--- src/nfc_defines.vh ---
//------------------------------------------------------------
// nand cache program / cache read host constants
//------------------------------------------------------------
// Functional notes
// - load page, confirm with cache code 15h
// - ready/busy tracking: last page uses 10h
// - last page 15h: poll bit 5 first
// - all pages in one block and plane
// - cache read confirmed with 31h code
// - cache read starts at column zero
// - exit cache read with 34h anytime; the host accepts the exit only while streaming (S_STRM)
// - reading to array end needs exit command
// - no column change during cache read
// - cache read limited to one block
// - wait 10us after power-up
// - data load: 80h, five addresses, data
`ifndef NFC_DEFINES_VH
`define NFC_DEFINES_VH
// command codes
`define NFC_CMD_READ     8'h00
`define NFC_CMD_PROG     8'h10
`define NFC_CMD_CPROG    8'h15
`define NFC_CMD_CREAD    8'h31
`define NFC_CMD_CEXIT    8'h34
`define NFC_CMD_STATUS   8'h70
`define NFC_CMD_SDIN     8'h80
// device status bits
`define NFC_SR_ARRAY     5
`define NFC_SR_CACHE     6
// own register byte offsets
`define NFC_REG_CMD      8'h00
`define NFC_REG_COL      8'h04
`define NFC_REG_ROW      8'h08
`define NFC_REG_LEN      8'h0c
`define NFC_REG_DATA     8'h10
`define NFC_REG_STAT     8'h14
// command register fields
`define NFC_OP_NONE      3'h0
`define NFC_OP_PROG      3'h1
`define NFC_OP_CREAD     3'h2
`define NFC_OP_CEXIT     3'h3
`define NFC_OP_STAT      3'h4
`define NFC_F_LAST10     3
`define NFC_F_LAST15     4
// timing, in ns and us, and derived cycle counts
`define NFC_CLK_MHZ      100
`define NFC_T_PWR_US     10
`define NFC_T_WP_NS      15
`define NFC_T_WC_NS      30
`define NFC_T_ADL_NS     100
`define NFC_T_WB_NS      100
`define NFC_PWR_CYC      (`NFC_T_PWR_US * `NFC_CLK_MHZ)
`define NFC_STB_LOW      ((`NFC_T_WP_NS * `NFC_CLK_MHZ + 999) / 1000)
`define NFC_STB_TOT      ((`NFC_T_WC_NS * `NFC_CLK_MHZ + 999) / 1000)
`define NFC_ADL_CYC      ((`NFC_T_ADL_NS * `NFC_CLK_MHZ + 999) / 1000)
`define NFC_WB_CYC       ((`NFC_T_WB_NS * `NFC_CLK_MHZ + 999) / 1000)
`define NFC_ADDR_CYC     3'h5
`endif

--- src/nfc_cache_host.v ---
`timescale 1ns/1ns
`default_nettype none
`include "nfc_defines.vh"
module nfc_cache_host #(
   parameter PAGE_BITS = 6,
   parameter ROW_W     = 24
) (
   input  wire        ref_clk_in,
   input  wire        arst_n_in,
   input  wire [7:0]  addr_in,
   input  wire [31:0] wdata_in,
   input  wire        wr_in,
   input  wire        rd_in,
   output reg  [31:0] rdata_out,
   output reg         ce_n_out,
   output reg         cle_out,
   output reg         ale_out,
   output reg         we_n_out,
   output reg         re_n_out,
   output reg         wp_n_out,
   output reg  [7:0]  io_out,
   output reg         io_oe_out,
   input  wire [7:0]  io_in,
   input  wire        rb_in
);
   //------------------------------------------------------------
   // states, cycle kinds and poll conditions
   //------------------------------------------------------------
   localparam S_PWR  = 4'h0;
   localparam S_IDLE = 4'h1;
   localparam S_CMD1 = 4'h2;
   localparam S_ADDR = 4'h3;
   localparam S_ADL  = 4'h4;
   localparam S_DATA = 4'h5;
   localparam S_PCHK = 4'h6;
   localparam S_PRD  = 4'h7;
   localparam S_CONF = 4'h8;
   localparam S_TWB  = 4'h9;
   localparam S_RB   = 4'ha;
   localparam S_STRM = 4'hb;
   localparam K_CMD  = 2'h0;
   localparam K_ADR  = 2'h1;
   localparam K_DIN  = 2'h2;
   localparam K_DOUT = 2'h3;
   localparam P_ONE  = 2'h0;   // single status read
   localparam P_B6   = 2'h1;   // wait cache ready
   localparam P_B5   = 2'h2;   // wait array idle

   //------------------------------------------------------------
   // state
   //------------------------------------------------------------
   reg [3:0]       st_q;        // sequencer state
   reg [2:0]       op_q;        // running operation
   reg [4:0]       flg_q;       // flags of the running operation
   reg [1:0]       psel_q;      // status poll condition
   reg             ph2_q;       // final-page bit 5 poll under way
   reg [2:0]       ai_q;        // address cycle index
   reg [11:0]      bc_q;        // data bytes still to load
   reg [10:0]      wt_q;        // wait counter
   reg             err_q;       // sticky refusal flag
   reg             cps_q;       // cache program sequence open
   reg [ROW_W-1:0] blk_q;       // row of first page in sequence
   reg [7:0]       sr_q;        // last device status read
   reg [7:0]       dout_q;      // last byte streamed out
   reg [15:0]      col_q;       // column address
   reg [ROW_W-1:0] row_q;       // row address
   reg [11:0]      len_q;       // bytes per page load
   reg             req_q;       // cycle request to pin engine
   reg [1:0]       rk_q;        // requested cycle kind
   reg [7:0]       rbyte_q;     // requested byte
   reg             e_act_q;     // pin engine busy
   reg             e_done_q;    // pin engine finished, one pulse
   reg [1:0]       e_kind_q;    // kind under way
   reg [1:0]       e_cnt_q;     // cycle within strobe

   // engine free and no request or finish in flight
   wire e_idle = !e_act_q && !e_done_q && !req_q;
   wire [ROW_W-1:0] new_row = wdata_in[ROW_W-1:0];

   //------------------------------------------------------------
   // helpers
   //------------------------------------------------------------
   // register select, used by several processes
   function sel;
      input [7:0] a;
      input [7:0] off;
      begin
         sel = (a == off);
      end
   endfunction

   // address byte for cycle index, column first then row
   function [7:0] adr_byte;
      input [2:0]       i;
      input [15:0]      c;
      input [ROW_W-1:0] r;
      begin
         if (i == 3'h0) begin
            adr_byte = c[7:0];
         end else if (i == 3'h1) begin
            adr_byte = c[15:8];
         end else if (i == 3'h2) begin
            adr_byte = r[7:0];
         end else if (i == 3'h3) begin
            adr_byte = r[15:8];
         end else begin
            adr_byte = r[23:16];
         end
      end
   endfunction

   // block part of a row; it holds the plane select bit as well
   function same_blk;
      input [ROW_W-1:0] a;
      input [ROW_W-1:0] b;
      begin
         same_blk = (a[ROW_W-1:PAGE_BITS] == b[ROW_W-1:PAGE_BITS]);
      end
   endfunction

   //------------------------------------------------------------
   // address registers
   //------------------------------------------------------------
   // column, row and length stay put while an operation runs
   always @(posedge ref_clk_in or negedge arst_n_in) begin
      if (!arst_n_in) begin
         col_q <= 16'h0000;
         row_q <= {ROW_W{1'b0}};
         len_q <= 12'h000;
      end else if (wr_in && st_q == S_IDLE) begin
         if (sel(addr_in, `NFC_REG_COL)) begin
            col_q <= wdata_in[15:0];
         end else if (sel(addr_in, `NFC_REG_ROW)) begin
            row_q <= new_row;
         end else if (sel(addr_in, `NFC_REG_LEN)) begin
            len_q <= wdata_in[11:0];
         end
      end
   end

   //------------------------------------------------------------
   // read port, data one cycle after the strobe
   //------------------------------------------------------------
   always @(posedge ref_clk_in or negedge arst_n_in) begin
      if (!arst_n_in) begin
         rdata_out <= 32'h0000_0000;
      end else if (rd_in) begin
         if (sel(addr_in, `NFC_REG_COL)) begin
            rdata_out <= {16'h0000, col_q};
         end else if (sel(addr_in, `NFC_REG_ROW)) begin
            rdata_out <= {{(32-ROW_W){1'b0}}, row_q};
         end else if (sel(addr_in, `NFC_REG_LEN)) begin
            rdata_out <= {20'h00000, len_q};
         end else if (sel(addr_in, `NFC_REG_DATA)) begin
            rdata_out <= {24'h000000, dout_q};
         end else if (sel(addr_in, `NFC_REG_STAT)) begin
            rdata_out <= {16'h0000, sr_q, 1'b0, (st_q == S_STRM), cps_q,
                          (st_q != S_PWR), err_q,
                          (st_q == S_STRM && e_idle && rb_in),
                          (st_q == S_DATA && e_idle),
                          (st_q != S_IDLE)};
         end else begin
            // unmapped and write-only offsets read as zero
            rdata_out <= 32'h0000_0000;
         end
      end
   end

   //------------------------------------------------------------
   // pin engine: one command, address or data cycle per request
   //------------------------------------------------------------
   // strobe low for the pulse width, then high until the cycle time;
   // latches drop a cycle after the strobe rises for hold time
   always @(posedge ref_clk_in or negedge arst_n_in) begin
      if (!arst_n_in) begin
         e_act_q   <= 1'b0;
         e_done_q  <= 1'b0;
         e_kind_q  <= K_CMD;
         e_cnt_q   <= 2'h0;
         cle_out   <= 1'b0;
         ale_out   <= 1'b0;
         we_n_out  <= 1'b1;
         re_n_out  <= 1'b1;
         io_out    <= 8'h00;
         io_oe_out <= 1'b0;
         dout_q    <= 8'h00;
      end else begin
         e_done_q <= 1'b0;
         if (!e_act_q && req_q) begin
            e_act_q  <= 1'b1;
            e_kind_q <= rk_q;
            e_cnt_q  <= 2'h0;
            cle_out  <= (rk_q == K_CMD);
            ale_out  <= (rk_q == K_ADR);
            if (rk_q == K_DOUT) begin
               re_n_out <= 1'b0;
            end else begin
               we_n_out  <= 1'b0;
               io_out    <= rbyte_q;
               io_oe_out <= 1'b1;
            end
         end else if (e_act_q) begin
            e_cnt_q <= e_cnt_q + 2'h1;
            if (e_cnt_q == `NFC_STB_LOW - 1) begin
               we_n_out <= 1'b1;
               re_n_out <= 1'b1;
               if (e_kind_q == K_DOUT) begin
                  dout_q <= io_in;
               end
            end
            if (e_cnt_q == `NFC_STB_TOT - 1) begin
               e_act_q   <= 1'b0;
               e_done_q  <= 1'b1;
               cle_out   <= 1'b0;
               ale_out   <= 1'b0;
               io_oe_out <= 1'b0;
            end
         end
      end
   end

   //------------------------------------------------------------
   // operation sequencer
   //------------------------------------------------------------
   always @(posedge ref_clk_in or negedge arst_n_in) begin
      if (!arst_n_in) begin
         st_q     <= S_PWR;
         op_q     <= `NFC_OP_NONE;
         flg_q    <= 5'h00;
         psel_q   <= P_ONE;
         ph2_q    <= 1'b0;
         ai_q     <= 3'h0;
         bc_q     <= 12'h000;
         wt_q     <= 11'h000;
         err_q    <= 1'b0;
         cps_q    <= 1'b0;
         blk_q    <= {ROW_W{1'b0}};
         sr_q     <= 8'h00;
         req_q    <= 1'b0;
         rk_q     <= K_CMD;
         rbyte_q  <= 8'h00;
         ce_n_out <= 1'b1;
         wp_n_out <= 1'b0;
      end else begin
         req_q <= 1'b0;
         // software clears the error flag by writing status
         if (wr_in && sel(addr_in, `NFC_REG_STAT)) begin
            err_q <= 1'b0;
         end
         ce_n_out <= (st_q == S_PWR || st_q == S_IDLE);
         case (st_q)
            S_PWR: begin
               wt_q <= wt_q + 11'h001;
               if (wt_q == `NFC_PWR_CYC - 1) begin
                  wp_n_out <= 1'b1;
                  st_q     <= S_IDLE;
               end
            end
            S_IDLE: begin
               if (wr_in && sel(addr_in, `NFC_REG_CMD)) begin
                  op_q  <= wdata_in[2:0];
                  flg_q <= wdata_in[4:0];
                  ph2_q <= 1'b0;
                  ai_q  <= 3'h0;
                  if (wdata_in[2:0] == `NFC_OP_PROG) begin
                     if (cps_q && !same_blk(row_q, blk_q)) begin
                        err_q <= 1'b1;
                     end else begin
                        psel_q <= P_B6;
                        st_q   <= S_PCHK;
                     end
                  end else if (wdata_in[2:0] == `NFC_OP_CREAD) begin
                     st_q <= S_CMD1;
                  end else if (wdata_in[2:0] == `NFC_OP_STAT) begin
                     psel_q <= P_ONE;
                     st_q   <= S_PCHK;
                  end else begin
                     err_q <= 1'b1;
                  end
               end else if (wr_in && sel(addr_in, `NFC_REG_DATA)) begin
                  err_q <= 1'b1;
               end
            end
            S_CMD1: begin
               if (e_idle) begin
                  req_q <= 1'b1;
                  rk_q  <= K_CMD;
                  if (op_q == `NFC_OP_PROG) begin
                     rbyte_q <= `NFC_CMD_SDIN;
                  end else if (op_q == `NFC_OP_CREAD) begin
                     rbyte_q <= `NFC_CMD_READ;
                  end else begin
                     rbyte_q <= `NFC_CMD_CEXIT;
                  end
               end
               if (e_done_q) begin
                  wt_q <= 11'h000;
                  st_q <= (op_q == `NFC_OP_CEXIT) ? S_TWB : S_ADDR;
               end
            end
            S_ADDR: begin
               if (e_idle) begin
                  req_q <= 1'b1;
                  rk_q  <= K_ADR;
                  rbyte_q <= adr_byte(ai_q,
                     (op_q == `NFC_OP_CREAD) ? 16'h0000 : col_q, row_q);
               end
               if (e_done_q) begin
                  ai_q <= ai_q + 3'h1;
                  if (ai_q == `NFC_ADDR_CYC - 1) begin
                     wt_q <= 11'h000;
                     bc_q <= len_q;
                     st_q <= (op_q == `NFC_OP_PROG) ? S_ADL : S_CONF;
                  end
               end
            end
            // address to data loading gap
            S_ADL: begin
               wt_q <= wt_q + 11'h001;
               if (wt_q == `NFC_ADL_CYC - 1) begin
                  st_q <= S_DATA;
               end
            end
            // each data write up to the load length becomes one data cycle; a write
            // while the engine is busy is refused, not queued
            S_DATA: begin
               if (bc_q == 12'h000 && e_idle) begin
                  st_q <= S_CONF;
               end else if (wr_in && sel(addr_in, `NFC_REG_DATA)) begin
                  if (e_idle && bc_q != 12'h000) begin
                     req_q   <= 1'b1;
                     rk_q    <= K_DIN;
                     rbyte_q <= wdata_in[7:0];
                     bc_q    <= bc_q - 12'h001;
                  end else begin
                     err_q <= 1'b1;
                  end
               end
            end
            S_PCHK: begin
               if (e_idle) begin
                  req_q   <= 1'b1;
                  rk_q    <= K_CMD;
                  rbyte_q <= `NFC_CMD_STATUS;
               end
               if (e_done_q) begin
                  st_q <= S_PRD;
               end
            end
            // repeated reads stay in status mode
            S_PRD: begin
               if (e_idle) begin
                  req_q <= 1'b1;
                  rk_q  <= K_DOUT;
               end
               if (e_done_q) begin
                  sr_q <= dout_q;
                  if (psel_q == P_ONE) begin
                     st_q <= S_IDLE;
                  end else if (psel_q == P_B6 && dout_q[`NFC_SR_CACHE]) begin
                     st_q <= S_CMD1;
                  end else if (psel_q == P_B5 && dout_q[`NFC_SR_ARRAY]) begin
                     st_q <= S_IDLE;
                  end
               end
            end
            S_CONF: begin
               if (e_idle) begin
                  req_q <= 1'b1;
                  rk_q  <= K_CMD;
                  if (op_q == `NFC_OP_CREAD) begin
                     rbyte_q <= `NFC_CMD_CREAD;
                  end else if (flg_q[`NFC_F_LAST10]) begin
                     rbyte_q <= `NFC_CMD_PROG;
                  end else begin
                     rbyte_q <= `NFC_CMD_CPROG;
                  end
               end
               if (e_done_q) begin
                  wt_q <= 11'h000;
                  st_q <= S_TWB;
                  if (op_q == `NFC_OP_PROG) begin
                     if (!cps_q) begin
                        blk_q <= row_q;
                     end
                     cps_q <= !(flg_q[`NFC_F_LAST10] || flg_q[`NFC_F_LAST15]);
                  end
               end
            end
            // give the device time to pull ready/busy low
            S_TWB: begin
               wt_q <= wt_q + 11'h001;
               if (wt_q == `NFC_WB_CYC - 1) begin
                  st_q <= S_RB;
               end
            end
            S_RB: begin
               if (rb_in) begin
                  if (op_q == `NFC_OP_CREAD) begin
                     st_q <= S_STRM;
                  end else if (op_q == `NFC_OP_PROG && flg_q[`NFC_F_LAST15]
                               && !flg_q[`NFC_F_LAST10] && !ph2_q) begin
                     // poll array idle after last 15h
                     ph2_q  <= 1'b1;
                     psel_q <= P_B5;
                     st_q   <= S_PCHK;
                  end else begin
                     st_q <= S_IDLE;
                  end
               end
            end
            // stream while the next page is fetched
            S_STRM: begin
               if (wr_in && sel(addr_in, `NFC_REG_CMD)) begin
                  if (wdata_in[2:0] == `NFC_OP_CEXIT) begin
                     op_q <= `NFC_OP_CEXIT;
                     st_q <= S_CMD1;
                  end else begin
                     err_q <= 1'b1;
                  end
               end else if (rd_in && sel(addr_in, `NFC_REG_DATA)) begin
                  // read out only while ready/busy high
                  if (e_idle && rb_in) begin
                     req_q <= 1'b1;
                     rk_q  <= K_DOUT;
                  end else begin
                     err_q <= 1'b1;
                  end
               end
            end
            default: begin
               st_q <= S_IDLE;
            end
         endcase
      end
   end
endmodule
`default_nettype wire

--- config.mk ---
export PLATFORM = sky130hd
export DESIGN_NAME = nfc_cache_host
export DESIGN_NICKNAME = d
export VERILOG_FILES = /design/src/nfc_cache_host.v
export VERILOG_INCLUDE_DIRS = /design/src /design/src/src
export SDC_FILE = /design/constraint.sdc
export NUM_CORES = 1
export LEC_CHECK = 0
export BUFFER_PORTS_ARGS = -buffer_cell sky130_fd_sc_hd__buf_2
export CAP_MARGIN = 10
export CORE_UTILIZATION = 45
export DETAILED_ROUTE_END_ITERATION = 16
export GPL_ROUTABILITY_DRIVEN = 0
export PLACE_DENSITY = 0.68
export SYNTH_ARGS = -nofsm -noshare
export SYNTH_HDL_FRONTEND = slang
export SYNTH_SLANG_ARGS = --single-unit
--- constraint.sdc ---
create_clock -name ref_clk_in -period 2.9 [get_ports ref_clk_in]
set_input_delay 0.58 -clock ref_clk_in [delete_from_list [all_inputs] [get_ports ref_clk_in]]
set_output_delay 0.58 -clock ref_clk_in [all_outputs]
set_load 0.01 [all_outputs]
==> impl_metrics.toml, run 1 <==
[placement]
dp.cells = 1245
dp_slack_ps = 87.7
io_buffers = 83
dp_hpwl_um = 18200

[yosys]
ys_async_sr_fraction_pct = 100
synth_largest_area_cell = "dfrtp_1"
ys_seq_area_share_pct = 47.8
synthMostInstantiatedCell = "dfrtp_1"
synth_top_area_share_pct = 46.9
synthFlopType = "dfrtp_1"
ys_ff_latch = 182
netlist_instances = 908
yosys_warnings = 0
synth.avg_cell_area_um2 = 10.5
ys_types = 76
synth.area.top_cells = "dfrtp_1 (47%), mux2_2 (12%), a21oi_1 (2.9%), nor2_1 (2.9%), o21ai_0 (2.6%)"
syn_area_um2 = 9540
synth_edf_count = 0
ys_top_cells_by_count = "dfrtp_1 (179), mux2_2 (104), nor2_1 (73), nand2_1 (64), a21oi_1 (55)"

[sta]
slew_viol_final = 0
hold_violations = 0
tns_ps = 0
setup_slack_ps = 176
fin_crit_ps = 2720
worst_slew_pin_slew_ps = 719
setup_viol = 0
finClkSkew_ps = 13.2
max_freq_mhz = 367
relSlewSlack_pct = 51.5
timing.final.crit_share_pct = 93.9
rsz0062_at_grt = "no"

[clock_network]
post-cts-setup-buffer-count = 0
cts_buffers = 17
ctsHoldBuffers = 0
clk_transition_reported_paths_ps = 80
cts-root-buf = "clkbuf_16"
worstSkewPairLatency_ps = 450
cts_tree = "done"
htreeDepth = 4
postCtsResizedCells = 0
cts_sinks = 182
cts.path.max_buffers = 2

[die]
io_pins = 100
rows = 52
die_h_um = 148
dieArea_um2 = 21800
die_x_um = 148
core-area_um2 = 20500
initial_utilization_pct = 46.6

[critical_path]
end_kind = "flop"
crit_type = "reg -> reg"
r2r-end = "st_q[1]"
worstPathMaxFanout = 5
crit_chain = "ha_1, or4b_1, nor4_2, o32ai_1, or4_1, a211o_1, mux2_1"
crit_slowest_cell = "or4b_1"
rr_worst_depth = 7
cp_slowest_stage_delay_ps = 450
reg2reg_slack_ps = 180
arrival_ps = 3060
r2r_start = "wt_q[0]"
startpoint = "wt_q[0]"
cp-endpoint = "st_q[1]"
startpoint_type = "flop"
worstPathRequired_ps = 3230

[status]
status = "complete, no violations"

[power]
leakagePower_nw = 5.22
powerDensity_nw_per_um2 = 479
ir_worst_vdd_mv = 0.410

[global_route]
grt_pass1_wl_um = 40200
grt-ovfl-total = 0
grtUsageTotal_pct = 24.2
grt_pass1_vias = 7197
antenna_found_initial = 0
grt_max_degree = 67

[hold_path]
worstHoldPathType = "in -> async"

[final_layout]
drive_gt1_share_pct = 28.9
multiInputGateArea_um2 = 4570
finalNetCount = 1060
final_cells = 1278
fill_cells = 1833
regArea_um2 = 4560
area_growth_pct = 15.0

[drt]
dr.first_iter.drc_count = 709
drtAntennaViolNets = 0
routed-via-count = 7397
drc = 0
drt-total-wl_um = 25000
first_pass_iters = 5
via_per_inst = 5.79
post_drt_wl_per_cell_um = 19.6

[run]
maxCapViolations = 0
-- how the worst min path moves through the flow --
stage	end	slack, ps	depth (start not counted)
final	ale_out	120	1
after global routing	io_oe_out	170	1
after CTS	ale_out	150	1
after detailed placement	wp_n_out	450	1
after global placement	wp_n_out	450	1
after floorplan	ai_q[0]	280	0
-- logic make-up (layout without fill, tap and decap cells) --
group | after synthesis | in the layout | share of synthesized area [%]
adders and majority gates | 13 | 13 | 1.70
other | 1 | 9 | 0.0393
buffers and inverters | 90 | 182 | 4.68
DFF | 182 | 182 | 47.8
muxes | 128 | 128 | 15.3
and+or+nand+nor | 259 | 259 | 13.8
xor gates and xnor gates | 23 | 23 | 2.11
AOI/OAI and AO/OA | 212 | 212 | 14.6
-- placed cells by master (no fill, tap or decap), types with 5 or more instances in the layout --
cell type	count
o2bb2ai_1	6
mux2_2	104
nand2b_1	11
a31oi_1	9
and3_1	8
o31ai_1	10
dfrtp_1	179
nor2_1	73
nand3_1	31
and2_1	5
a221oi_1	9
a22oi_1	10
clkinv_8	5
conb_1	8
ha_1	13
nor3_1	12
o22ai_1	5
o21ai_0	49
inv_1	28
nand4_1	5
a22o_1	6
buf_2	82
xor2_1	19
mux2i_1	12
a21oi_1	55
inv_12	7
buf_4	36
nand2_1	64
a211oi_1	16
nor2b_1	9
clkbuf_16	17
mux2_4	10
nor4_1	6
-- through the flow --
stage	power, mW	hold slack, ps	cell area [µm²]	util [%]
after floorplan	2.68	284	9570	-
after global placement	2.81	448	10300	50.4
after detailed placement	2.81	452	10300	50.4
after CTS	5.30	154	11000	53.5
after global routing	5.43	169	11000	53.5
final	5.26	124	11000	53.5
-- metal layers --
| layer | up-vias | track usage (%) | share of wire, % | wire length [µm] |
|---|---|---|---|---|
| li1 | 3457 | - | - | - |
| met1 | 3611 | 35.1 | 46 | 11600 |
| met2 | 283 | 37.0 | 45 | 11200 |
| met3 | 46 | 3.18 | 6.2 | 1540 |
| met4 | 0 | 9.12 | 2.5 | 620 |
| met5 | - | 0 | 0 | 0 |
-- state kept, by name, indices dropped and copies added (netlist names), 11 cells and up --
name / flops
len_q: 12
blk_q: 18
rdata_out: 24
wt_q: 11
bc_q: 12
col_q: 16
row_q: 24
-- report_power, final --
group          leakage, nW  total (mW)  internal [mW]  switching, mW
sequential            2.45        2.56           2.55         0.0137
clock                0.310        2.50           1.22           1.28
combinational         2.46       0.191         0.0604          0.130
-- area by class of cell --
class                      count  area share, %
timing repair buffer         122           6.88
clock inverter                15           2.04
antenna                        1         0.0228
clock buffer                  17           3.88
tap                          270           3.08
multi-input combinational    643           41.6
inverter                      28          0.958
sequential                   182           41.5
-- critical path: cells and delay by family (launching register included) --
family / cells / cell delay (ps)
simple gates: 3 / 1150
compound gates: 2 / 500
flops: 1 / 430
mux: 1 / 340
fa+ha+maj: 1 / 180
No activity file was read; power rests on OpenSTA's default activity.
==> run 2: changes to the inputs <==
- GPL_TIMING_DRIVEN: unset -> 0
==> impl_metrics.toml, run 2 (synthesis results as in run 1) <==
[drt]
first_pass_iters = 5
drt-total-wl_um = 26200
dr.first_iter.drc_count = 697
post_drt_wl_per_cell_um = 20.1
via_per_inst = 5.86
drtAntennaViolNets = 0
drc = 0
routed-via-count = 7636

[sta]
tns_ps = 0
relSlewSlack_pct = 43.6
max_freq_mhz = 358
timing.final.crit_share_pct = 96.2
setup_slack_ps = 109
fin_crit_ps = 2790
slew_viol_final = 0
hold_violations = 0
finClkSkew_ps = 13.5
rsz0062_at_grt = "yes"
worst_slew_pin_slew_ps = 846
setup_viol = 0

[hold_path]
worstHoldPathType = "in -> async"

[critical_path]
startpoint_type = "flop"
end_kind = "flop"
worstPathMaxFanout = 10
worstPathRequired_ps = 3210
arrival_ps = 3110
crit_type = "reg -> reg"

[clock_network]
htreeDepth = 4
worstSkewPairLatency_ps = 440
cts-root-buf = "clkbuf_16"
cts_sinks = 182
ctsHoldBuffers = 0
clk_transition_reported_paths_ps = 70
cts_tree = "done"
cts.path.max_buffers = 2
cts_buffers = 17

[die]
initial_utilization_pct = 46.6
die_x_um = 148
die_h_um = 148
core-area_um2 = 20500
io_pins = 100
dieArea_um2 = 21800
rows = 52

[final_layout]
layout_commonest_cell = "dfrtp_1"
finalNetCount = 1084
area_growth_pct = 15.7
largest_registers = "rdata_out: 24 flops, row_q: 24 flops, blk_q: 18 flops"
post-route-util_pct = 53.9
drive_gt1_share_pct = 27.4
regArea_um2 = 4560
final_cell_area_um2 = 11000
layout_common_cells = "dfrtp_1 (179), mux2_2 (104), buf_2 (85), nor2_1 (71), nand2_1 (64)"
fill_cells = 1832
multiInputGateArea_um2 = 4610

[power]
powerDensity_nw_per_um2 = 466
leakagePower_nw = 5.21
ir_worst_vdd_mv = 0.371
p_total_mw = 5.14

[global_route]
antenna_found_initial = 0
grt-ovfl-total = 0
grtUsageTotal_pct = 25.2
grt_max_degree = 114
grt_pass1_vias = 7488
grt_pass1_wl_um = 41900

[run]
maxCapViolations = 0

[placement]
dp_slack_ps = -722
io_buffers = 81
placed_area_um2 = 10400
dp_hpwl_um = 19100

[status]
status = "complete, no violations"
-- run 2: path summary, 6_finish.rpt --
| check | slack [ps] | startpoint | endpoint | cells past startpoint |
|---|---|---|---|---|
| max reg2reg | 110 | st_q[2] | st_q[1] | 9 |
| min | 100 | arst_n_in | ale_out | 1 |
| min reg2reg | 480 | wp_n_out | wp_n_out | 1 |
| max | 110 | st_q[2] | st_q[1] | 9 |
| min in group ref_clk_in | 360 | wdata_in[18] | row_q[18] | 2 |
| max in group asynchronous | 1790 | arst_n_in | rdata_out[3] | 2 |
-- run 2: layer usage --
layer | track usage [%] | vias to the layer above | routed length [µm]
li1 | - | 3496 | -
met3 | 4.51 | 53 | 1840
met4 | 9.38 | 0 | 741
met2 | 38.3 | 309 | 11700
met1 | 35.9 | 3778 | 11900
met5 | 0 | - | 0
-- run 2: repair_timing --
item,CTS,global route
buffers inserted,0,3
setup endpoints to repair,34,63
gates resized for setup,4,7
pin swaps,0,2
-- run 2: worst max-delay path, cell delays in order (launching register included) --
cell	delay [ps]
dfrtp_1	380
inv_1	80
ha_1	220
buf_6	150
and2_2	190
o21ai_1	360
o32ai_1	150
or4_1	420
a211o_1	390
mux2_1	340
-- run 2: report_power, final --
part | switching, mW | internal, mW | leakage, nW
Combinational | 0.137 | 0.0665 | 2.47
Sequential | 0.0137 | 2.55 | 2.45
Clock | 1.18 | 1.20 | 0.297
-- run 2: area by class of cell --
| class | instances | area share [%] |
|---|---|---|
| diodes | 1 | 0.0227 |
| plain buffers | 61 | 3.07 |
| clock buffers | 18 | 3.98 |
| clock inverters | 14 | 1.64 |
| inverters | 28 | 0.952 |
| multi-input cells | 643 | 41.8 |
| flip-flops and latches | 182 | 41.3 |
| well taps | 270 | 3.06 |
| repair buffers | 85 | 4.22 |
-- run 2: metrics by stage --
stage | cells | hold slack [ps]
detailed placement | 1267 | 470
finish | 1302 | 101
floorplan | 915 | 284
global placement | 1266 | 470
CTS | 1299 | 126
global route | 1301 | 154
